===== src/mcit_pkg.sv =====
// Package for the instruction decode and timing block.
// Assumes a single core clock and synchronous active-low reset.
package mcit_pkg;

  // Execution times in oscillator cycles.
  localparam logic [5:0] MCIT_CYC_SHORT = 6'd12;
  localparam logic [5:0] MCIT_CYC_LONG  = 6'd24;
  localparam logic [5:0] MCIT_CYC_MULDV = 6'd48;

  // Interrupt vectors, in within-level priority order 1 to 11.
  localparam int MCIT_NUM_IRQ = 11;
  localparam logic [7:0] MCIT_VEC_SUPPLY  = 8'h43;
  localparam logic [7:0] MCIT_VEC_WDOG    = 8'h5b;
  localparam logic [7:0] MCIT_VEC_EXT0    = 8'h03;
  localparam logic [7:0] MCIT_VEC_CONV    = 8'h33;
  localparam logic [7:0] MCIT_VEC_TMR0    = 8'h0b;
  localparam logic [7:0] MCIT_VEC_EXT1    = 8'h13;
  localparam logic [7:0] MCIT_VEC_TMR1    = 8'h1b;
  localparam logic [7:0] MCIT_VEC_SPI     = 8'h3b;
  localparam logic [7:0] MCIT_VEC_UART    = 8'h23;
  localparam logic [7:0] MCIT_VEC_TMR2    = 8'h2b;
  localparam logic [7:0] MCIT_VEC_INTERVAL = 8'h53;

  // Reset values.
  localparam logic [23:0] MCIT_RST_PTR = 24'h000000;
  localparam logic [15:0] MCIT_RST_PC  = 16'h0000;
  localparam logic [7:0]  MCIT_RST_ACC = 8'h00;

  // Field positions.
  localparam int MCIT_PAGE_LSB = 11;
  localparam int MCIT_SEL_RI   = 0;

  // Operation classes delivered by the decoder.
  typedef enum logic [4:0] {
    MCIT_OP_NOP    = 5'h00,
    MCIT_OP_ADD    = 5'h01,
    MCIT_OP_ADD_WITH_CARRY   = 5'h02,
    MCIT_OP_SUBTRACT_WITH_BORROW   = 5'h03,
    MCIT_OP_INCPTR = 5'h04,
    MCIT_OP_MUL    = 5'h05,
    MCIT_OP_DIV    = 5'h06,
    MCIT_OP_MOVACC = 5'h07,
    MCIT_OP_MOVMEM = 5'h08,
    MCIT_OP_LDPTR  = 5'h09,
    MCIT_OP_CODEP  = 5'h0a,
    MCIT_OP_CODEA  = 5'h0b,
    MCIT_OP_XRD    = 5'h0c,
    MCIT_OP_XWR    = 5'h0d,
    MCIT_OP_CBNE   = 5'h0e,
    MCIT_OP_DBNZ   = 5'h0f,
    MCIT_OP_AJMP   = 5'h10,
    MCIT_OP_ACALL  = 5'h11,
    MCIT_OP_SJMP   = 5'h12,
    MCIT_OP_BITSET = 5'h13,
    MCIT_OP_BITLOG = 5'h14,
    MCIT_OP_OTHER  = 5'h1f
  } mcit_op_e;

  // Operand addressing forms.
  typedef enum logic [2:0] {
    MCIT_AM_NONE = 3'h0,
    MCIT_AM_ACC  = 3'h1,
    MCIT_AM_REG  = 3'h2,
    MCIT_AM_DIR  = 3'h3,
    MCIT_AM_IND  = 3'h4,
    MCIT_AM_IMM  = 3'h5,
    MCIT_AM_PTR  = 3'h6
  } mcit_am_e;

  // Sequencer states, Gray coded along fetch, execute, done.
  typedef enum logic [1:0] {
    MCIT_ST_IDLE = 2'b00,
    MCIT_ST_EXEC = 2'b01,
    MCIT_ST_DONE = 2'b11
  } mcit_st_e;

endpackage


===== src/mcit_decode.sv =====
// Opcode decoder: class, length, timing and operand forms.
// Assumes a standard 8-bit accumulator core opcode map.
`timescale 1ns/1ps
module mcit_decode
  import mcit_pkg::*;
(
  // Opcode in.
  input  wire logic [7:0] opcode_i,
  // Decode out.
  output mcit_op_e        op_o,
  output logic [1:0]      len_o,
  output logic [5:0]      cyc_o,
  output mcit_am_e        src_o,
  output mcit_am_e        dst_o,
  output logic [2:0]      reg_sel_o
);
  import mcit_pkg::*;

  logic [3:0] lo;
  logic [3:0] hi;
  logic       rn;

  always_comb begin
    lo = opcode_i[3:0];
    hi = opcode_i[7:4];
    rn = opcode_i[3];
    op_o = MCIT_OP_OTHER;
    len_o = 2'd1;
    cyc_o = MCIT_CYC_SHORT;
    src_o = MCIT_AM_NONE;
    dst_o = MCIT_AM_NONE;
    reg_sel_o = rn ? opcode_i[2:0] : {2'b00, opcode_i[0]};
    if (opcode_i == 8'h00) begin
      op_o = MCIT_OP_NOP;
    end else if (lo == 4'h1) begin
      op_o = hi[0] ? MCIT_OP_ACALL : MCIT_OP_AJMP;
      len_o = 2'd2;
      cyc_o = MCIT_CYC_LONG;
    end else if (opcode_i == 8'h80) begin
      op_o = MCIT_OP_SJMP;
      len_o = 2'd2;
      cyc_o = MCIT_CYC_LONG;
    end else if (opcode_i == 8'ha3) begin
      op_o = MCIT_OP_INCPTR;
      cyc_o = MCIT_CYC_LONG;
    end else if (opcode_i == 8'ha4 || opcode_i == 8'h84) begin
      op_o = (opcode_i == 8'ha4) ? MCIT_OP_MUL : MCIT_OP_DIV;
      cyc_o = MCIT_CYC_MULDV;
    end else if (opcode_i == 8'h90) begin
      op_o = MCIT_OP_LDPTR;
      len_o = 2'd3;
      cyc_o = MCIT_CYC_LONG;
      src_o = MCIT_AM_IMM;
      dst_o = MCIT_AM_PTR;
    end else if (opcode_i == 8'h93 || opcode_i == 8'h83) begin
      op_o = (opcode_i == 8'h93) ? MCIT_OP_CODEP : MCIT_OP_CODEA;
      cyc_o = MCIT_CYC_LONG;
      dst_o = MCIT_AM_ACC;
    end else if (hi == 4'he && (lo == 4'h0 || lo == 4'h2 || lo == 4'h3)) begin
      op_o = MCIT_OP_XRD;
      cyc_o = MCIT_CYC_LONG;
      src_o = (lo == 4'h0) ? MCIT_AM_PTR : MCIT_AM_IND;
      dst_o = MCIT_AM_ACC;
    end else if (hi == 4'hf && (lo == 4'h0 || lo == 4'h2 || lo == 4'h3)) begin
      op_o = MCIT_OP_XWR;
      cyc_o = MCIT_CYC_LONG;
      src_o = MCIT_AM_ACC;
      dst_o = (lo == 4'h0) ? MCIT_AM_PTR : MCIT_AM_IND;
    end else if (hi == 4'hb && lo >= 4'h4) begin
      op_o = MCIT_OP_CBNE;
      len_o = 2'd3;
      cyc_o = MCIT_CYC_LONG;
      src_o = (lo == 4'h5) ? MCIT_AM_DIR : MCIT_AM_IMM;
      dst_o = (lo < 4'h6) ? MCIT_AM_ACC : (rn ? MCIT_AM_REG : MCIT_AM_IND);
    end else if (hi == 4'hd && (lo == 4'h5 || rn)) begin
      op_o = MCIT_OP_DBNZ;
      len_o = rn ? 2'd2 : 2'd3;
      cyc_o = MCIT_CYC_LONG;
      dst_o = rn ? MCIT_AM_REG : MCIT_AM_DIR;
    end else if ((hi == 4'h2 || hi == 4'h3 || hi == 4'h9) && lo >= 4'h4) begin
      op_o = (hi == 4'h2) ? MCIT_OP_ADD : ((hi == 4'h3) ? MCIT_OP_ADD_WITH_CARRY : MCIT_OP_SUBTRACT_WITH_BORROW);
      len_o = (lo == 4'h4 || lo == 4'h5) ? 2'd2 : 2'd1;
      dst_o = MCIT_AM_ACC;
      src_o = (lo == 4'h4) ? MCIT_AM_IMM : ((lo == 4'h5) ? MCIT_AM_DIR
            : (rn ? MCIT_AM_REG : MCIT_AM_IND));
    end else if (hi == 4'h8 && lo >= 4'h5) begin
      op_o = MCIT_OP_MOVMEM;
      cyc_o = MCIT_CYC_LONG;
      len_o = (lo == 4'h5) ? 2'd3 : 2'd2;
      src_o = (lo == 4'h5) ? MCIT_AM_DIR : (rn ? MCIT_AM_REG : MCIT_AM_IND);
      dst_o = MCIT_AM_DIR;
    end else if ((hi == 4'he || hi == 4'hf) && lo >= 4'h5) begin
      op_o = MCIT_OP_MOVACC;
      len_o = (lo == 4'h5) ? 2'd2 : 2'd1;
      src_o = hi[0] ? MCIT_AM_ACC : (lo == 4'h5 ? MCIT_AM_DIR : (rn ? MCIT_AM_REG : MCIT_AM_IND));
      dst_o = hi[0] ? (lo == 4'h5 ? MCIT_AM_DIR : (rn ? MCIT_AM_REG : MCIT_AM_IND)) : MCIT_AM_ACC;
    end else if ((hi == 4'hc || hi == 4'hd || hi == 4'hb) && lo == 4'h2) begin
      op_o = MCIT_OP_BITSET;
      len_o = 2'd2;
      src_o = MCIT_AM_DIR;
    end else if ((hi == 4'h8 || hi == 4'h7 || hi == 4'ha || hi == 4'hb) && lo == 4'h0) begin
      op_o = MCIT_OP_BITLOG;
      len_o = 2'd2;
      cyc_o = MCIT_CYC_LONG;
      src_o = MCIT_AM_DIR;
    end
  end

endmodule


===== src/mcit_irq_pick.sv =====
// Fixed-priority interrupt picker with vector lookup.
// Assumes request flags are already on the core clock.
`timescale 1ns/1ps
module mcit_irq_pick
  import mcit_pkg::*;
#(
  parameter int N = MCIT_NUM_IRQ
) (
  // Requests, bit 0 highest priority.
  input  wire logic [N-1:0] req_i,
  // Winner.
  output logic              any_o,
  output logic [7:0]        vec_o
);
  import mcit_pkg::*;

  localparam logic [7:0] VEC [11] = '{MCIT_VEC_SUPPLY, MCIT_VEC_WDOG, MCIT_VEC_EXT0,
    MCIT_VEC_CONV, MCIT_VEC_TMR0, MCIT_VEC_EXT1, MCIT_VEC_TMR1, MCIT_VEC_SPI,
    MCIT_VEC_UART, MCIT_VEC_TMR2, MCIT_VEC_INTERVAL};

  always_comb begin
    any_o = 1'b0;
    vec_o = 8'h00;
    for (int i = N - 1; i >= 0; i--) begin
      if (req_i[i]) begin
        any_o = 1'b1;
        vec_o = VEC[i];
      end
    end
  end

endmodule


===== src/mcit_core_timing.sv =====
// Instruction sequencer: fetch, timed execute, pointer and branch math, dispatch.
// Assumes program memory answers a fetch within the same cycle it is asked.
//
// Behaviour
// - Add, carry-add, borrow-subtract take 12 cycles.
// - Pointer increment carries across all 24 bits.
// - Multiply and divide are one byte, 48 cycles.
// - Memory moves 24 cycles, accumulator moves 12.
// - Code read address is accumulator plus base.
// - External access via R0/R1 or pointer, 24.
// - Compare-branch-unequal is three bytes, 24 cycles.
// - Decrement, branch if nonzero; 24 cycles.
// - Page-local target replaces low 11 PC bits.
// - Direct source operand is full 8-bit address.
// - Indirect pointer is R0 or R1 only.
// - Working register selects R0 through R7.
// - Wide immediate pointer load: three bytes, 24.
// - Bit ops by 8-bit address; 12 or 24.
// - Supply monitor vectors 43h, highest priority.
// - Converter ready flags vector 33h, priority 4.
// - Interval counter vectors 53h, lowest priority.
`timescale 1ns/1ps
module mcit_core_timing
  import mcit_pkg::*;
(
  // Clock and reset.
  input  wire logic        ref_clk_i,
  input  wire logic        rst_n_i,
  // Instruction bytes from program memory.
  input  wire logic        instr_valid_i,
  input  wire logic [7:0]  instr_b0_i,
  input  wire logic [7:0]  instr_b1_i,
  input  wire logic [7:0]  instr_b2_i,
  // Operand state from the core.
  input  wire logic [7:0]  acc_i,
  input  wire logic [7:0]  operand_i,
  input  wire logic [7:0]  reg_val_i,
  input  wire logic [1:0]  bank_i,
  // Interrupt sources, already synchronous.
  input  wire logic        supply_monitor_irq_flag_i,
  input  wire logic        watchdog_irq_flag_i,
  input  wire logic        ext0_irq_i,
  input  wire logic [1:0]  converter_ready_flags_i,
  input  wire logic        tmr0_irq_i,
  input  wire logic        ext1_irq_i,
  input  wire logic        tmr1_irq_i,
  input  wire logic        spi_irq_i,
  input  wire logic        uart_irq_i,
  input  wire logic        tmr2_irq_i,
  input  wire logic        interval_irq_flag_i,
  // Sequencer status.
  output logic             busy_o,
  output logic             done_o,
  output mcit_op_e         op_o,
  output logic [1:0]       len_o,
  output logic [5:0]       cycles_o,
  output logic [15:0]      pc_o,
  output logic [23:0]      data_pointer_o,
  // Operand addressing.
  output logic [7:0]       int_addr_o,
  output logic             int_addr_valid_o,
  // Code and external memory strobes.
  output logic [23:0]      code_addr_o,
  output logic             code_rd_o,
  output logic [23:0]      xaddr_o,
  output logic             xrd_o,
  output logic             xwr_o,
  // Interrupt dispatch.
  output logic             irq_take_o,
  output logic [7:0]       irq_vec_o
);
  import mcit_pkg::*;

  typedef struct packed {
    mcit_st_e    st;
    logic        busy;
    mcit_op_e    op;
    logic [1:0]  len;
    logic [5:0]  cyc;
    logic [5:0]  cnt;
    logic [15:0] pc;
    logic [23:0] data_pointer;
    logic [7:0]  iaddr;
    logic        iaddr_v;
    logic [23:0] caddr;
    logic        crd;
    logic [23:0] xaddr;
    logic        xrd;
    logic        xwr;
    logic        itake;
    logic [7:0]  ivec;
    logic        done;
  } mcit_state_s;

  mcit_state_s state_ff;
  mcit_state_s nxt_state;

  mcit_op_e   dec_op;
  logic [1:0] dec_len;
  logic [5:0] dec_cyc;
  mcit_am_e   dec_src;
  mcit_am_e   dec_dst;
  logic [2:0] dec_reg;
  logic       irq_any;
  logic [7:0] irq_vec;
  logic [MCIT_NUM_IRQ-1:0] irq_req;

  mcit_decode u_decode (
    .opcode_i  (instr_b0_i),
    .op_o      (dec_op),
    .len_o     (dec_len),
    .cyc_o     (dec_cyc),
    .src_o     (dec_src),
    .dst_o     (dec_dst),
    .reg_sel_o (dec_reg)
  );

  assign irq_req = {interval_irq_flag_i, tmr2_irq_i, uart_irq_i, spi_irq_i, tmr1_irq_i,
                    ext1_irq_i, tmr0_irq_i, |converter_ready_flags_i, ext0_irq_i,
                    watchdog_irq_flag_i, supply_monitor_irq_flag_i};

  mcit_irq_pick #(
    .N (MCIT_NUM_IRQ)
  ) u_irq_pick (
    .req_i (irq_req),
    .any_o (irq_any),
    .vec_o (irq_vec)
  );

  logic [15:0] pc_next;
  logic [15:0] rel_tgt;
  logic [7:0]  rel_off;
  logic [7:0]  dec_res;
  logic [7:0]  cmp_val;

  always_comb begin
    nxt_state = state_ff;
    nxt_state.done = 1'b0;
    nxt_state.crd = 1'b0;
    nxt_state.xrd = 1'b0;
    nxt_state.xwr = 1'b0;
    nxt_state.itake = 1'b0;
    nxt_state.iaddr_v = 1'b0;
    pc_next = state_ff.pc + {14'h0000, dec_len};
    rel_off = (dec_op == MCIT_OP_SJMP || dec_op == MCIT_OP_DBNZ && dec_len == 2'd2)
              ? instr_b1_i : instr_b2_i;
    rel_tgt = pc_next + {{8{rel_off[7]}}, rel_off};
    dec_res = ((dec_dst == MCIT_AM_REG) ? reg_val_i : operand_i) - 8'h01;
    cmp_val = (dec_src == MCIT_AM_IMM) ? instr_b1_i : operand_i;
    case (state_ff.st)
      MCIT_ST_IDLE: begin
        if (irq_any) begin
          nxt_state.itake = 1'b1;
          nxt_state.ivec = irq_vec;
          nxt_state.pc = {8'h00, irq_vec};
        end else if (instr_valid_i) begin
          nxt_state.st = MCIT_ST_EXEC;
          nxt_state.op = dec_op;
          nxt_state.len = dec_len;
          nxt_state.cyc = dec_cyc;
          nxt_state.cnt = 6'd1;
          nxt_state.pc = pc_next;
          if (dec_src == MCIT_AM_DIR) begin
            nxt_state.iaddr = instr_b1_i;
            nxt_state.iaddr_v = 1'b1;
          end else if (dec_src == MCIT_AM_IND || dec_dst == MCIT_AM_IND
                       || dec_src == MCIT_AM_REG || dec_dst == MCIT_AM_REG) begin
            nxt_state.iaddr = {3'b000, bank_i, dec_reg};
            nxt_state.iaddr_v = 1'b1;
          end
          case (dec_op)
            MCIT_OP_INCPTR: nxt_state.data_pointer = state_ff.data_pointer + 24'h000001;
            MCIT_OP_LDPTR: nxt_state.data_pointer = {state_ff.data_pointer[23:16], instr_b1_i, instr_b2_i};
            MCIT_OP_CODEP: begin
              nxt_state.caddr = state_ff.data_pointer + {16'h0000, acc_i};
              nxt_state.crd = 1'b1;
            end
            MCIT_OP_CODEA: begin
              nxt_state.caddr = {8'h00, pc_next + {8'h00, acc_i}};
              nxt_state.crd = 1'b1;
            end
            MCIT_OP_XRD, MCIT_OP_XWR: begin
              nxt_state.xaddr = (dec_src == MCIT_AM_PTR || dec_dst == MCIT_AM_PTR)
                                ? state_ff.data_pointer : {16'h0000, reg_val_i};
              nxt_state.xrd = (dec_op == MCIT_OP_XRD);
              nxt_state.xwr = (dec_op == MCIT_OP_XWR);
            end
            MCIT_OP_AJMP, MCIT_OP_ACALL: begin
              nxt_state.pc = {pc_next[15:MCIT_PAGE_LSB], instr_b0_i[7:5], instr_b1_i};
            end
            MCIT_OP_SJMP: nxt_state.pc = rel_tgt;
            MCIT_OP_CBNE: begin
              if (((dec_dst == MCIT_AM_ACC) ? acc_i : reg_val_i) != cmp_val) begin
                nxt_state.pc = rel_tgt;
              end
            end
            MCIT_OP_DBNZ: begin
              if (dec_res != 8'h00) begin
                nxt_state.pc = rel_tgt;
              end
            end
            default: begin
            end
          endcase
        end
      end
      MCIT_ST_EXEC: begin
        nxt_state.cnt = state_ff.cnt + 6'd1;
        if (state_ff.cnt >= state_ff.cyc - 6'd1) begin
          nxt_state.st = MCIT_ST_DONE;
        end
      end
      MCIT_ST_DONE: begin
        nxt_state.done = 1'b1;
        nxt_state.st = MCIT_ST_IDLE;
      end
      default: begin
        nxt_state.st = MCIT_ST_IDLE;
      end
    endcase
    nxt_state.busy = (nxt_state.st != MCIT_ST_IDLE);
  end

  always_ff @(posedge ref_clk_i) begin
    if (!rst_n_i) begin
      state_ff <= '{st: MCIT_ST_IDLE, op: MCIT_OP_NOP, pc: MCIT_RST_PC, data_pointer: MCIT_RST_PTR,
                    default: '0};
    end else begin
      state_ff <= nxt_state;
    end
  end

  assign busy_o = state_ff.busy;
  assign done_o = state_ff.done;
  assign op_o = state_ff.op;
  assign len_o = state_ff.len;
  assign cycles_o = state_ff.cyc;
  assign pc_o = state_ff.pc;
  assign data_pointer_o = state_ff.data_pointer;
  assign int_addr_o = state_ff.iaddr;
  assign int_addr_valid_o = state_ff.iaddr_v;
  assign code_addr_o = state_ff.caddr;
  assign code_rd_o = state_ff.crd;
  assign xaddr_o = state_ff.xaddr;
  assign xrd_o = state_ff.xrd;
  assign xwr_o = state_ff.xwr;
  assign irq_take_o = state_ff.itake;
  assign irq_vec_o = state_ff.ivec;

endmodule


===== config.mk =====
export PLATFORM = sky130hd
export DESIGN_NAME = mcit_core_timing
export DESIGN_NICKNAME = d
export VERILOG_FILES = /design/src/mcit_pkg.sv /design/src/mcit_decode.sv /design/src/mcit_irq_pick.sv /design/src/mcit_core_timing.sv
export SDC_FILE = /design/constraint.sdc
export NUM_CORES = 1
export LEC_CHECK = 0
export BUFFER_PORTS_ARGS = -buffer_cell sky130_fd_sc_hd__buf_4
export CELL_PAD_IN_SITES_DETAIL_PLACEMENT = 0
export CELL_PAD_IN_SITES_GLOBAL_PLACEMENT = 2
export CORE_MARGIN = 3
export CORE_UTILIZATION = 35
export DETAILED_ROUTE_END_ITERATION = 8
export PLACE_DENSITY = 0.87
export SLEW_MARGIN = 40
export SYNTH_ARGS = -nofsm -noshare
export SYNTH_HDL_FRONTEND = slang
export SYNTH_HIERARCHICAL = 1
export SYNTH_SLANG_ARGS = --single-unit

===== constraint.sdc =====
create_clock -name ref_clk_i -period 13.85 [get_ports ref_clk_i]
set_input_delay 0.6925 -clock ref_clk_i [delete_from_list [all_inputs] [get_ports ref_clk_i]]
set_output_delay 0.6925 -clock ref_clk_i [all_outputs]
set_load 0.01 [all_outputs]

======== After elaboration in Yosys (flattened, before gate mapping) ========
Cells that the tools add are included.
cells by class
  bitwise operators ....................... 6
  $add $sub $neg .......................... 8
  reduce and logical (&&, ||, !) cells .... 54
  order comparisons ....................... 4
  mux-type cells .......................... 142
  eq/ne operators ......................... 49
operators by type and width
  operator               number
  $mux 3                 37
  $mux 106               1
  $mux 6                 16
  $mux 5                 17
  $mux 7                 11
  $pmux 16 s4            1
  $eq 8x8->1 const B     7
  $pmux 25 s2            1
  $mux 16                3
  $mux 2                 24
  $pmux 24 s2            1
  $eq 5x4->1 const B     7
  $eq 4x4->1 const B     8
  $mux 8                 4
  $mux 9                 3
  $mux 26                1
  $add 24x1->24 const B  1
  $add 24x8->24          1
  $mux 24                1
  $logic_or 1x1->1       19
  $mux 1                 18
  $add 16x16->16         1
  $add 16x2->16          1
  $add 16x8->16          1
  35 further kinds       78
word-level totals
  logic and storage cells ................. 282
  output and inout bits ................... 124
  flip-flop bits (word level) ............. 132

======== Depth between registers and ports, before layout ========
Gate-level depths: netlist of the first run.
  word-level depth ........................ 31
  mapped depth ............................ 22
  gate-level depth less buffers ........... 21

======== By module ========
Netlist of the first run, hierarchy kept.
modules (own cells, without submodules)
  module            cells an instance  area an instance (um^2)  sequential area each (um^2)  times used
  mcit_core_timing  1169               9246.4                   2642.5                       1
  mcit_decode       167                1004.7                   0.0                          1
  mcit_irq_pick     28                 161.4                    0.0                          1

======== Worst setup path before layout of the first run ========
No wires, ideal clock.
  kind .................................... input-to-reg
  from .................................... input instr_b0_i[0]
  to ...................................... register state_ff (netlist bit pc_o[14])
  data required time ...................... 13729 ps
  data arrival time ....................... 5430 ps
  path buffers ............................ 2
  stages on the path ...................... 22
  setup slack ............................. 8299 ps
  cell sequence ........................... clkbuf_1 > o21a_1 > o21a_1 > nor3_1 > a211oi_2 > nor3_1 > o21a_1 > clkbuf_1 > nand2b_1 > o22ai_4 > mux2_2 > ha_1 > fa_1 > a21oi_1 > o22ai_1 > o41a_1 > and4_1 > a311oi_1 > o41ai_1 > xor2_1 > mux2i_1 > o21ai_1
on the way
  cells in the longest elaborated chain, start to end .. 27
  elaborated cells on any way between the ends .. 132
RTL lines
  what                        line                                                      text
  from (decl)                 mcit_core_timing.sv:31                                    input wire logic [7:0] instr_b0_i,
  $logic_not 4->1             mcit_decode.sv:59, mcit_decode.sv:64, mcit_decode.sv:101
  $logic_and 1x1->1           mcit_decode.sv:101                                        end else if ((hi == 4'h8 || hi == 4'h7 || hi == 4'ha || hi == 4'hb) && lo == 4'h0) begin
  $mux 4                      mcit_decode.sv:101
  $mux 5                      mcit_decode.sv:97                                         end else if ((hi == 4'hc || hi == 4'hd || hi == 4'hb) && lo == 4'h2) begin
  $mux 5                      mcit_decode.sv:92                                         end else if ((hi == 4'he || hi == 4'hf) && lo >= 4'h5) begin
  $mux 5                      mcit_decode.sv:86                                         end else if (hi == 4'h8 && lo >= 4'h5) begin
  $mux 5                      mcit_decode.sv:80                                         end else if ((hi == 4'h2 || hi == 4'h3 || hi == 4'h9) && lo >= 4'h4) begin
  $mux 5                      mcit_decode.sv:75                                         end else if (hi == 4'hd && (lo == 4'h5 || rn)) begin
  [10 not listed]             n/a
  via dec_op[1]               mcit_core_timing.sv:98                                    mcit_op_e dec_op;
  [1 not listed]              n/a
  $logic_and 1x1->1           mcit_core_timing.sv:145                                   rel_off = (dec_op == MCIT_OP_SJMP || dec_op == MCIT_OP_DBNZ && dec_len == 2'd2)
  $logic_or 1x1->1            mcit_core_timing.sv:145
  $mux 8                      mcit_core_timing.sv:146                                   ? instr_b1_i : instr_b2_i;
  $add 16x16->16              mcit_core_timing.sv:147                                   rel_tgt = pc_next + {{8{rel_off[7]}}, rel_off};
  $mux 16 (on tied branches)  mcit_core_timing.sv:198, mcit_core_timing.sv:193
  $pmux 16 s4 (*)             mcit_core_timing.sv:171                                   case (dec_op)
  $mux 106 (*)                mcit_core_timing.sv:156                                   end else if (instr_valid_i) begin
  $mux 16 (*)                 mcit_core_timing.sv:152                                   if (irq_any) begin
  to (signal assigned)        mcit_core_timing.sv:226                                   state_ff <= '{st: MCIT_ST_IDLE, op: MCIT_OP_NOP, pc: MCIT_RST_PC, data_pointer: MCIT_RST_PTR,
  to (signal assigned)        mcit_core_timing.sv:229                                   state_ff <= nxt_state;
  to (decl)                   mcit_core_timing.sv:95                                    mcit_state_s state_ff;
Mark *: on every way through the listed nets, which the timed path passes. The rest lies on a longest branch. The select of a mux whose other input is x is not followed.
A chain may end at the register's enable or synchronous reset.

======== Worst setup path after layout of the first run ========
  from .................................... input instr_b0_i[3]
  to ...................................... register state_ff (netlist bit pc_o[14])
The elaborated chain is that of the path after synthesis.

==> results of run 1 <==
[state kept, by name, summed over array words and instances (netlist names)]
register	count
irq_vec_o	8
xwr_o	1
busy_o	1
pc_o	16
code_rd_o	1
cycles_o	6
data_pointer_o	24
xaddr_o	24
op_o	5
state_ff	8
int_addr_valid_o	1
xrd_o	1
irq_take_o	1
int_addr_o	8
done_o	1
len_o	2
code_addr_o	24
[final cells by class]
cell class	instances	area share, %
multi-input cells	1012	54.5
flip-flops and latches	132	22.2
repair buffers	200	12.6
well taps	384	4.05
clock buffers	18	3.70
clock inverters	13	1.85
inverters	32	1.01
[worst reg2reg max path, stage by stage (launching register included)]
cell and delay (ns):
dfxtp_1 0.33, ha_1 0.24, fa_1 0.45, nand4_1 0.21, nor2_1 0.08, xnor2_1 0.39, inv_1 0.22, ha_1 0.39
a21oi_1 0.11, a2111oi_0 0.53, a2111oi_2 0.09, o31ai_1 0.15, a21oi_2 0.10, xnor2_1 0.14, or3_1 0.31, a32o_1 0.24
[through the flow]
step	hold WS [ns]	power, mW	area (um2)
floorplan	0.426	0.520	10400
global placement	0.447	0.580	11200
detailed placement	0.446	0.580	11200
CTS	0.461	1.11	11900
global route	0.482	1.15	11900
finish	0.456	1.11	11900
[synth_stat cells, types with 8 or more instances]
cell type and count:
nor3b_1 9, mux2i_1 31, nor4_1 12, o21ai_0 71, xor2_1 21, a21o_1 9, or3_1 8, buf_4 126
nor3_1 50, o21a_1 13, dfxtp_1 132, ha_1 42, o22ai_1 8, nand4_1 13, a31oi_1 14, xnor2_1 56
clkbuf_1 52, mux2_2 9, nor2b_1 15, nand2_1 124, a22o_1 19, nand3_1 39, and2_1 12, a22oi_1 10
nor2_1 129, a21oi_1 114, and3_1 27, inv_1 30, or2_2 15, a211oi_1 15, nand2b_1 15
[kinds of logic (layout without fill, tap and decap cells)]
kind of cell / Yosys count / count (layout) / synth area share [%]
and+or+nand+nor: 496 / 496 / 23.4
AOI/OAI and AO/OA: 349 / 349 / 22.2
buffers and inverters: 222 / 263 / 12.8
DFF: 132 / 132 / 25.4
xor gates and xnor gates: 77 / 77 / 6.48
adders and majority gates: 46 / 46 / 5.82
muxes: 40 / 40 / 3.95
other: 2 / 4 / 0.0721
[placed cells by master, fill, tap and decap left out, drive strengths merged, types with 6 or more instances in the layout]
cell,n
or2,15
dfxtp,132
ha,42
a21oi,116
nand4,13
nand2,124
a222oi,7
nor4,12
clkbuf,18
nor3,52
a22oi,10
a21o,10
xnor2,56
nand3,39
and3,27
nand3b,7
buf,200
a22o,19
nor2,129
o22ai,9
o21ai,74
o21bai,6
xor2,21
a31oi,14
nand2b,15
and2,12
o21a,13
a211oi,16
mux2i,31
nor3b,9
a221oi,6
or3,8
nor2b,15
inv,37
mux2,9
[layer usage]
layer	track usage [%]	vias up	routed length [um]
li1	-	4827	-
met1	31.6	4702	17000
met2	34.4	350	15700
met3	4.19	33	2720
met4	5.10	0	573
met5	0	-	0
[power by group through the flow]
stage,Combinational (mW),Sequential (mW),Clock [mW]
after floorplan,0.127,0.393,0
after global placement,0.187,0.393,0
after detailed placement,0.187,0.393,0
after CTS,0.188,0.385,0.541
after global routing,0.208,0.385,0.558
final,0.191,0.385,0.532
[worst max-delay path by stage]
stage	from	to	slack (ns)	cells past startpoint
4_1_cts	instr_b0_i[3]	pc_o[14]	7.69	21
6_report	instr_b0_i[3]	pc_o[14]	7.72	21
3_5_place_dp	instr_b0_i[3]	pc_o[14]	7.26	21
3_3_place_gp	instr_b0_i[3]	pc_o[14]	7.38	21
5_1_grt	instr_b0_i[3]	pc_o[14]	7.24	21
2_1_floorplan	instr_b0_i[0]	pc_o[14]	8.30	22
==> summary.md, run 1 <==
| Metric | Value |
|---|---|
| GPL Wtd Cong | `around 0.9` |
| Final ANT Viol Nets | `0` |
| Grt ovf | `0` |
| Critical R2R Capture | `pc_o[15]` |
| DR iter-0 viols | `roughly 770` |
| Starting density of the core | `a little over a third` |
| Flops & latches, synth | `132` |
| TritonCTS clock tree | `done` |
| Multi-input combinational cell area | `around 6500 um2` |
| Reg2reg setup slack | `9.78 ns` |
| # IOs | `between 150 and 200` |
| FP Rows | `62` |
| Core Box Area | `roughly 29000 um2` |
| Critical-path top delay cell | `nor3_1` |
| Synth Instances | `between 1000 and 1500` |
| Number of synthesized flops with an enable pin | `0` |
| Drt drc | `0` |
| MaxCap Viol Count | `0` |
| Mean Syn Cell Area | `around 7.6 um2` |
| Slew @ Worst Pin | `~0.75 ns` |
| CP Max Fanout | `18` |
| Root buf cell | `clkbuf_16` |
| Final worst setup slack | `approximately 7.7 ns` |
| Filler cells | `slightly above 3000` |
| Yosys warns | `6` |
| Buffers on Ports | `~190` |
| Slew Limit Fails | `0` |
| Sequential fraction of design power | `between 30% and 40%` |
| Outcome | `finished clean` |
| CTS Buf Count | `17` |
| Final Setup Violations | `0` |
| Layout Nets | `~1500` |
| Layout Cells excl Fill | `around 1800` |
| Crit-path cells | `buf_4 -> or4_1 -> nor3_2 -> nor3_1 -> a211oi_2 -> nor3_1 -> o21a_1 -> nand2b_1 -> o22ai_4 -> mux2_2 -> ha_1 -> fa_1 -> a21oi_1 -> o22ai_1 -> o41a_1 -> and4_1 -> a311oi_1 -> o41ai_1 -> xor2_1 -> mux2i_1 -> o21ai_1` |
| Post-synth cell types | `86` |
| All-Layer GR Usage | `approximately 22%` |
| Worst vdd rail ir drop | `between 70 and 80 uV` |
| Final Skew | `about 0.015 ns` |
| Async S/R FF share, synth | `0%` |
| Placed Cells | `1760` |
| Hold Path End | `code_addr_o[18]` |
| DP HPWL | `27.3 mm` |
| Sequential Area | `2640 um2` |
| Vias in the first global route | `around 9400` |
| Hold crit path type | `reg -> reg` |
| Hold Path Cell Cnt | `2` |
| Crit path buf inv count | `1` |
| Pleak | `4.86 nW` |
| Area leader, netlist | `dfxtp_1` |
| R2R cell count | `15` |
| CTS Sinks | `around 130` |
| Yosys top cell area share | `25.4%` |
| Min-delay src | `code_addr_o[18]` |
| # diodes | `0` |
| Switching power | `approximately 0.32 mW` |
| CP delay by family, top | `compound AO/OA/AOI/OAI gates` |
| Die Wd | `178 um` |
| Syn Std Cell Area | `about 10000 um2` |
| Top post-synthesis cells by area | `dfxtp_1 (25%), buf_4 (9.1%), a21oi_1 (5.5%)` |
| Antenna violations before repair | `0` |
| Crit. End Element | `flip-flop` |
| Final wirelength | `between 30 and 40 mm` |
| Clock slew at the register clock pins of the worst setup and hold paths | `around 0.07 ns` |
| Max Clk Rate | `about 160 MHz` |
| PwrDens | `roughly 93 nW/um2` |
| Worst slack, placed | `between 7 and 8 ns` |
| Via Count | `approximately 9900` |
| Combinational Power Share | `17.3%` |
| PostCTS Resize Cnt | `0` |
| Sw Share | `between 20% and 30%` |
| Share of layout cells above drive strength 1 | `around 20%` |
| Die H | `approximately 180 um` |
| Hold buffers post-CTS | `0` |
| Fin crit share | `around 44%` |
| Internal power | `~0.8 mW` |
| Postcts setup bufs | `0` |
| Main synth FF type | `dfxtp_1` |
| Pin count of the biggest net entering global routing | `64` |
| WP data required | `between 10 and 15 ns` |
| Critical path class | `in -> reg` |
| Critical path startpoint category | `input pin` |
| Clock group share of total power | `between 40% and 50%` |
| Sequential-to-total area share from yosys stat | `about a quarter` |
| Die ar. | `approximately 32000 um2` |
| Area grow syn2layout | `14.1%` |
| Setup TNS | `0 ns` |
| Data arrival time of the critical path | `between 6 and 7 ns` |
| Maximum root-to-sink buffer count | `2` |
| Period minus WS final | `~6.1 ns` |
| First-pass GRT wire length | `between 50 and 60 mm` |
| Fin. Hold Viols | `0` |
| H-tree Lvls | `4` |
| Critical R2R Launch | `pc_o[0]` |
| DRT Pass-1 Iters | `5` |
| Max_slew headroom | `between 40 and 50%` |
| Via/cell ratio | `~5.5` |
| Drt wl/cell | `just over 20 um` |
| Worst stage delay on the critical path | `0.58 ns` |
| Post-layout util | `a little over 40%` |
| RSZ-0062 raised after global routing | `false` |
| Most used cell along the critical path | `nor3_1` |
| Clock latency on the worst-skew pair | `0.43 ns` |
Power figures use the tool's default switching activity.
==> run 2: changes to the inputs <==
ABC_AREA = 1   (was unset)
CORE_UTILIZATION = 28   (was 35)
PLACE_DENSITY = 0.79   (was 0.87)
clock period = 5.58 ns   (was 13.85 ns; I/O delays follow)
==> run 2 against run 1 <==
Clock-buffer cell count unchanged. Combinational power increased to 2.6 times the previous value. Synthesized cell count increased by 27%. First-iteration DRC count decreased by 4.8%. Core utilization decreased by 8.3 points. Die area increased by 32%. Sequential power increased by 150%. Sequential cell count unchanged. Critical path type unchanged.
==> summary.md, run 2 <==
| Metric | Value |
|---|---|
| Cell with the most instances after synthesis | `nand2_1` |
| CTS Buf Count | `17 (unchanged)` |
| Clock latency on the worst-skew pair | `0.45 ns (+0.02 ns)` |
| Top post-synthesis cells by area | `dfxtp_1 (24%), nand2_1 (13%), buf_4 (8.6%)` |
| Final instance area | `12700 um2 (+6.9%)` |
| Clock group share of total power | `44.9% (-3.1 points)` |
| WP data required | `5.88 ns (-8.29 ns)` |
| Sw Share | `32.4% (+3.2 points)` |
| Most frequent cells in the layout | `nand2_1 (395), buf_4 (197), inv_1 (172), nand3_1 (146), dfxtp_1 (132)` |
| First-pass GRT wire length | `62.9 mm (+15%)` |
| CP Max Fanout | `15 (-3)` |
| Core Box Area | `38900 um2 (+34%)` |
| Area after DPL | `12100 um2 (+7.8%)` |
| Layout Cells excl Fill | `2309 (+29%)` |
| Main synth FF type | `dfxtp_1` |
| Switching power | `0.857 mW (+170%)` |
| PwrDens | `208 nW/um2 (+120%)` |
| Clock slew at the register clock pins of the worst setup and hold paths | `0.07 ns (about the same)` |
| # diodes | `0 (unchanged)` |
| Yosys top cell area share | `23.8% (-1.6 points)` |
| Pleak | `5.81 nW (+20%)` |
| Sequential-to-total area share from yosys stat | `23.8% (-1.6 points)` |
| Share of layout cells above drive strength 1 | `19.2% (-0.69 points)` |
| Most used cell along the critical path | `nand2_1` |
| Slew Limit Fails | `0 (unchanged)` |
| TritonCTS clock tree | `done` |
| Maximum root-to-sink buffer count | `2 (unchanged)` |
| Top cells by count, synth | `nand2_1 (395), inv_1 (172), nand3_1 (146)` |
| Number of synthesized flops with an enable pin | `0 (unchanged)` |
| # IOs | `189 (unchanged)` |
| Sequential fraction of design power | `36.1% (+1.4 points)` |
| Postcts setup bufs | `0 (unchanged)` |
| Min-delay src | `bank_i[1]` |
| Worst vdd rail ir drop | `218 uV (+190%)` |
| Area leader, netlist | `dfxtp_1` |
| Fin crit share | `74.4%` |
| Layout Nets | `1889 (+25%)` |
| Most common cell after layout, fill and taps aside | `nand2_1` |
| Root buf cell | `clkbuf_16` |
| FP Rows | `72 (+16%)` |
| DR iter-0 viols | `735 (-4.8%)` |
| Yosys warns | `6 (unchanged)` |
| DRT Pass-1 Iters | `6 (+1)` |
| Final worst setup slack | `1.43 ns (-6.28 ns)` |
| Via/cell ratio | `4.84 (-13%)` |
| Drt drc | `0 (unchanged)` |
| Die ar. | `42200 um2 (+32%)` |
| Via Count | `11200 (+13%)` |
| Syn Std Cell Area | `11100 um2 (+6.8%)` |
| CP delay by family, top | `simple AND/OR/NAND/NOR gates` |
| Critical R2R Launch | `pc_o[0]` |
| Final wirelength | `40.9 mm (+14%)` |
| Antenna violations before repair | `0 (unchanged)` |
| CTS Sinks | `132 (unchanged)` |
| Die Wd | `205 um (+15%)` |
| Flops & latches, synth | `132 (unchanged)` |
| Hold Path Cell Cnt | `3 (+1)` |
| Hold crit path type | `in -> reg` |
| All-Layer GR Usage | `19.4% (-2.7 points)` |
| Max_slew headroom | `49.1% (-0.59 points)` |
| Critical-path top delay cell | `a21oi_1` |
| Buffers on Ports | `188 (unchanged)` |
| Die H | `205 um (+15%)` |
| Post-layout util | `32.6% (-8.3 points)` |
| Data arrival time of the critical path | `4.45 ns (-2.00 ns)` |
| RSZ-0062 raised after global routing | `false` |
| Max Clk Rate | `approximately 240 MHz` |
| Hold Path End | `int_addr_o[4]` |
| H-tree Lvls | `4 (unchanged)` |
| Crit. End Element | `flip-flop` |
| Mean Syn Cell Area | `6.41 um2 (-16%)` |
| Critical path class | `in -> reg` |
| Reg2reg setup slack | `2.22 ns (-7.56 ns)` |
| DP HPWL | `32.4 mm (+18%)` |
| GPL Wtd Cong | `0.874 (-0.68%)` |
| Critical R2R Capture | `code_addr_o[14]` |
| R2R cell count | `14 (-1)` |
| Post-synth cell types | `60 (-30%)` |
| Final Skew | `0.00887 ns (-0.00591 ns)` |
| Crit path buf inv count | `3 (+2)` |
| Final Setup Violations | `0 (unchanged)` |
| Setup TNS | `0 ns (unchanged)` |
| Starting density of the core | `28.6% (-7.3 points)` |
| Worst slack, placed | `0.995 ns (-6.27 ns)` |
| Internal power | `1.79 mW (+130%)` |
| Final ANT Viol Nets | `0 (unchanged)` |
| Placed Cells | `2277 (+29%)` |
| Area grow syn2layout | `14.1% (about the same)` |
| Period minus WS final | `4.15 ns` |
| Fin. Hold Viols | `0 (unchanged)` |
| Slew @ Worst Pin | `0.764 ns (+0.0146 ns)` |
| Vias in the first global route | `10600 (+14%)` |
| Synth Instances | `1735 (+27%)` |
| Grt ovf | `0 (unchanged)` |
| Critical path startpoint category | `input pin` |
| Pin count of the biggest net entering global routing | `52 (-19%)` |
| Hold buffers post-CTS | `0 (unchanged)` |
| MaxCap Viol Count | `0 (unchanged)` |
| Combinational Power Share | `19.0% (+1.7 points)` |
| Outcome | `finished clean` |
| Drt wl/cell | `17.7 um (-12%)` |
| Worst stage delay on the critical path | `0.59 ns (about the same)` |
| Async S/R FF share, synth | `0% (unchanged)` |
| PostCTS Resize Cnt | `0 (unchanged)` |
-- run 2: how the worst max path moves through the flow --
stage	startpoint	end	slack, ns	cells after the start
final	instr_b0_i[7]	pc_o[14]	1.43	30
after global routing	instr_b0_i[7]	pc_o[14]	0.93	30
after CTS	instr_b0_i[5]	code_addr_o[14]	1.46	25
after detailed placement	instr_b0_i[5]	code_addr_o[14]	0.99	25
after global placement	instr_b0_i[7]	pc_o[12]	0.94	30
after floorplan	instr_b0_i[5]	code_addr_o[14]	1.78	25
-- run 2: layout make-up --
cell class / count / area [um2]
clock buffer: 18 / 429
tap: 518 / 648
timing repair buffer: 198 / 1500
clock inverter: 14 / 171
fill: 4389 / 26200
inverter: 201 / 758
sequential: 132 / 2640
multi-input combinational: 1228 / 6550
-- run 2: tightest hold or removal path, stage by stage --
cell and delay [ns]:
buf_4 0.11, nand2_1 0.05, a31oi_1 0.07
-- run 2: cell families after synthesis --
| logic type | share of synthesized area [%] |
|---|---|
| and+or+nand+nor | 33.0 |
| buffers and inverters | 17.6 |
| AOI/OAI and AO/OA | 17.9 |
| DFF | 23.8 |
| adders and majority gates | 5.44 |
| xor gates and xnor gates | 2.18 |
| other | 0.0675 |
-- run 2: per-layer routing --
| layer | global-route usage [%] | part of all wire [%] | vias up |
|---|---|---|---|
| met5 | 0 | 0 | - |
| met4 | 4.83 | 1.7 | 0 |
| met3 | 4.13 | 6.1 | 29 |
| met2 | 31.4 | 45 | 322 |
| met1 | 26.4 | 47 | 5115 |
| li1 | - | - | 5704 |
-- run 2: power groups by stage --
| stage | logic [mW] | clock network, mW | registers (mW) |
|---|---|---|---|
| 3_5_place_dp | 0.499 | 0 | 0.976 |
| 2_1_floorplan | 0.336 | 0 | 0.974 |
| 4_1_cts | 0.502 | 1.22 | 0.954 |
| 5_1_grt | 0.561 | 1.27 | 0.955 |
| 3_3_place_gp | 0.503 | 0 | 0.976 |
| 6_report | 0.502 | 1.19 | 0.955 |
-- run 2: through the flow --
step | hold WS, ns | power, mW
floorplan | 0.423 | 1.31
global placement | 0.453 | 1.48
detailed placement | 0.457 | 1.47
CTS | 0.0815 | 2.68
global route | 0.0940 | 2.79
finish | 0.107 | 2.64
==> run 3: changes to the inputs <==
ABC_AREA = 0   (was 1)
CORE_UTILIZATION = 33   (was 28)
PLACE_DENSITY = 0.83   (was 0.79)
clock period = 4.1 ns   (was 5.58 ns; I/O delays follow)
==> run 3 against run 2 <==
Sequential share of layout area is 2.4 points lower. Clock power is 32% higher. The flow now finishes with violations (negative setup slack). Via count is 3.8% lower. Worst hold slack worse by 0.028 ns. Clock-buffer cell count is 1 lower. Critical path depth is 7 lower. Clock skew is 0.013 ns higher. First-iteration DRC count is 18% higher. Sequential cell count stayed put.
==> summary.md, run 3 (same netlist as run 1, synthesis figures left out) <==
| Metric | Value |
|---|---|
| Outcome | `finished with violations` |
| Violated checks | `negative setup slack` |
| Crit path buf inv count | `5 (+2)` |
| Most common cell after layout, fill and taps aside | `buf_4` |
| Data arrival time of the critical path | `4.68 ns (+0.23 ns)` |
| Critical-path top delay cell | `or3b_4` |
| Fin. Hold Viols | `0 (unchanged)` |
| WP data required | `4.45 ns (-1.43 ns)` |
| Layout Nets | `1730 (-8.4%)` |
| Starting density of the core | `33.8% (+5.2 points)` |
| Max_slew headroom | `51.2% (+2.1 points)` |
| Hold Path End | `irq_vec_o[5]` |
| # diodes | `0 (unchanged)` |
| CTS Buf Count | `17 (unchanged)` |
| Hold Path Cell Cnt | `4 (+1)` |
| Grt ovf | `0 (unchanged)` |
| Slew @ Worst Pin | `0.727 ns (-0.0369 ns)` |
| Worst stage delay on the critical path | `0.41 ns (-0.18 ns)` |
| Min-delay src | `ext0_irq_i` |
| Die ar. | `33700 um2 (-20%)` |
| GPL Wtd Cong | `0.894 (+2.3%)` |
| Max Clk Rate | `231 MHz` |
| Core Box Area | `30800 um2 (-21%)` |
| H-tree Lvls | `4 (unchanged)` |
| CP Max Fanout | `4 (-11)` |
| Drt drc | `0 (unchanged)` |
| Internal power | `2.59 mW (+45%)` |
| TritonCTS clock tree | `done` |
| Critical path class | `in -> reg` |
| Combinational Power Share | `25.7% (+6.7 points)` |
| Pin count of the biggest net entering global routing | `53 (+1.9%)` |
| # IOs | `189 (unchanged)` |
| Area after DPL | `12900 um2 (+6.3%)` |
| Post-layout util | `46.6% (+14 points)` |
| Sequential fraction of design power | `33.7% (-2.4 points)` |
| Sw Share | `32.8% (+0.37 points)` |
| Most frequent cells in the layout | `buf_4 (407), dfxtp_1 (132), nor2_1 (124), nand2_1 (124), a21oi_1 (99)` |
| Maximum root-to-sink buffer count | `2 (unchanged)` |
| Critical R2R Capture | `pc_o[15]` |
| R2R cell count | `13 (-1)` |
| DP HPWL | `30.6 mm (-5.4%)` |
| PwrDens | `268 nW/um2 (+29%)` |
| Slew Limit Fails | `0 (unchanged)` |
| CTS Sinks | `132 (unchanged)` |
| Fin crit share | `106%` |
| Clock slew at the register clock pins of the worst setup and hold paths | `0.08 ns (about the same)` |
| Final Skew | `0.0218 ns (+0.0129 ns)` |
| Root buf cell | `clkbuf_16` |
| Area grow syn2layout | `38.1%` |
| Via Count | `10800 (-3.8%)` |
| Die Wd | `184 um (-11%)` |
| Filler cells | `3023 (-31%)` |
| Via/cell ratio | `5.30 (+9.6%)` |
| Reg2reg setup slack | `0.43 ns (-1.79 ns)` |
| Critical R2R Launch | `pc_o[2]` |
| Buffers on Ports | `188 (unchanged)` |
| Clock latency on the worst-skew pair | `0.45 ns (about the same)` |
| First-pass GRT wire length | `60.3 mm (-4.1%)` |
| Final Setup Violations | `6 (+6)` |
| Final instance area | `14400 um2 (+13%)` |
| Clock group share of total power | `40.6% (-4.3 points)` |
| Final worst setup slack | `-0.227 ns (-1.66 ns)` |
| Crit-path cells | `buf_8 -> buf_6 -> nor2_4 -> nand4_1 -> buf_4 -> o21a_1 -> nor2_4 -> nand2b_4 -> nor3_4 -> or3b_4 -> o22ai_4 -> mux2_4 -> ha_4 -> fa_2 -> a21oi_2 -> o22ai_2 -> o41a_1 -> buf_6 -> a311oi_4 -> buf_4 -> nor3_4 -> xnor2_2 -> o31ai_1` |
| Period minus WS final | `4.33 ns` |
| Drt wl/cell | `19.7 um (+11%)` |
| Final wirelength | `40.0 mm (-2.1%)` |
| DR iter-0 viols | `866 (+18%)` |
| DRT Pass-1 Iters | `7 (+1)` |
| Vias in the first global route | `10200 (-4.2%)` |
| Die H | `184 um (-11%)` |
| Critical path startpoint category | `input pin` |
| Crit. End Element | `flip-flop` |
| MaxCap Viol Count | `0 (unchanged)` |
| Min Hold Slack | `0.0787 ns (-0.0284 ns)` |
| All-Layer GR Usage | `23.0% (+3.6 points)` |
| Switching power | `1.26 mW (+48%)` |
| Worst vdd rail ir drop | `292 uV (+34%)` |
| CP delay by family, top | `compound AO/OA/AOI/OAI gates` |
| FP Rows | `64 (-11%)` |
| Antenna violations before repair | `0 (unchanged)` |
| RSZ-0062 raised after global routing | `true` |
| Pleak | `6.16 nW (+6.1%)` |
| Final ANT Viol Nets | `0 (unchanged)` |
| Hold crit path type | `in -> reg` |
| Share of layout cells above drive strength 1 | `37.2% (+18 points)` |
[run 3: repair_timing]
| item | 4_1_cts | 5_1_grt |
|---|---|---|
| resized for setup | 55 | 90 |
| setup endpoints to repair | 20 | 23 |
| buffers inserted | 13 | 14 |
| pin swaps | 38 | 46 |
| cloned | 0 | 0 |
| hold buffers | 0 | 0 |
[run 3: power groups by stage]
stage	clock network (mW)	logic [mW]	registers, mW
6_report	1.57	0.991	1.30
5_1_grt	1.65	1.06	1.30
4_1_cts	1.59	0.870	1.30
3_5_place_dp	0	0.822	1.33
3_3_place_gp	0	0.822	1.33
2_1_floorplan	0	0.448	1.33
[run 3: layer usage]
metal	track usage, %	wire length (um)
met4	5.51	675
met1	33.1	19000
met3	3.34	2330
met2	36.4	18100
met5	0	0
[run 3: how the worst max path moves through the flow]
stage | endpoint | startpoint | depth (start not counted) | slack (ns)
after floorplan | pc_o[14] | instr_b0_i[0] | 22 | -0.61
after global placement | pc_o[15] | instr_b0_i[3] | 23 | -0.97
after detailed placement | pc_o[15] | instr_b0_i[3] | 23 | -0.95
after CTS | pc_o[14] | instr_b0_i[1] | 21 | -0.21
after global routing | pc_o[14] | instr_b0_i[1] | 23 | -0.42
final | pc_o[12] | instr_b0_i[2] | 23 | -0.23
[run 3: metrics by stage]
stage          worst slack [ns]  total power, mW  setup TNS, ns  cells
6_report                 -0.227             3.86         -0.794   2028
5_1_grt                  -0.415             4.02          -2.74   2028
4_1_cts                  -0.213             3.76         -0.669   2014
3_5_place_dp             -0.949             2.15         -15.66   1970
3_3_place_gp             -0.974             2.15         -16.49   1970
2_1_floorplan            -0.610             1.77          -3.24   1366
[run 3: cell type report]
type                    instances  area (um2)  area share [%]
well taps                     396         495            3.45
clock inverters                15         158            1.10
multi-input cells            1012        7260            50.5
repair buffers                424        3280            22.8
clock buffers                  17         425            2.96
inverters                      32         120           0.835
flip-flops and latches        132        2640            18.4
[run 3: worst reg2reg max path: cells and delay by family, from the launching register on]
kind | cells | cell delay [ns]
xor gates and xnor gates | 2 | 0.42
AOI/OAI and AO/OA | 6 | 1.16
adders and majority gates | 1 | 0.27
DFF | 1 | 0.65
and+or+nand+nor | 4 | 1.05
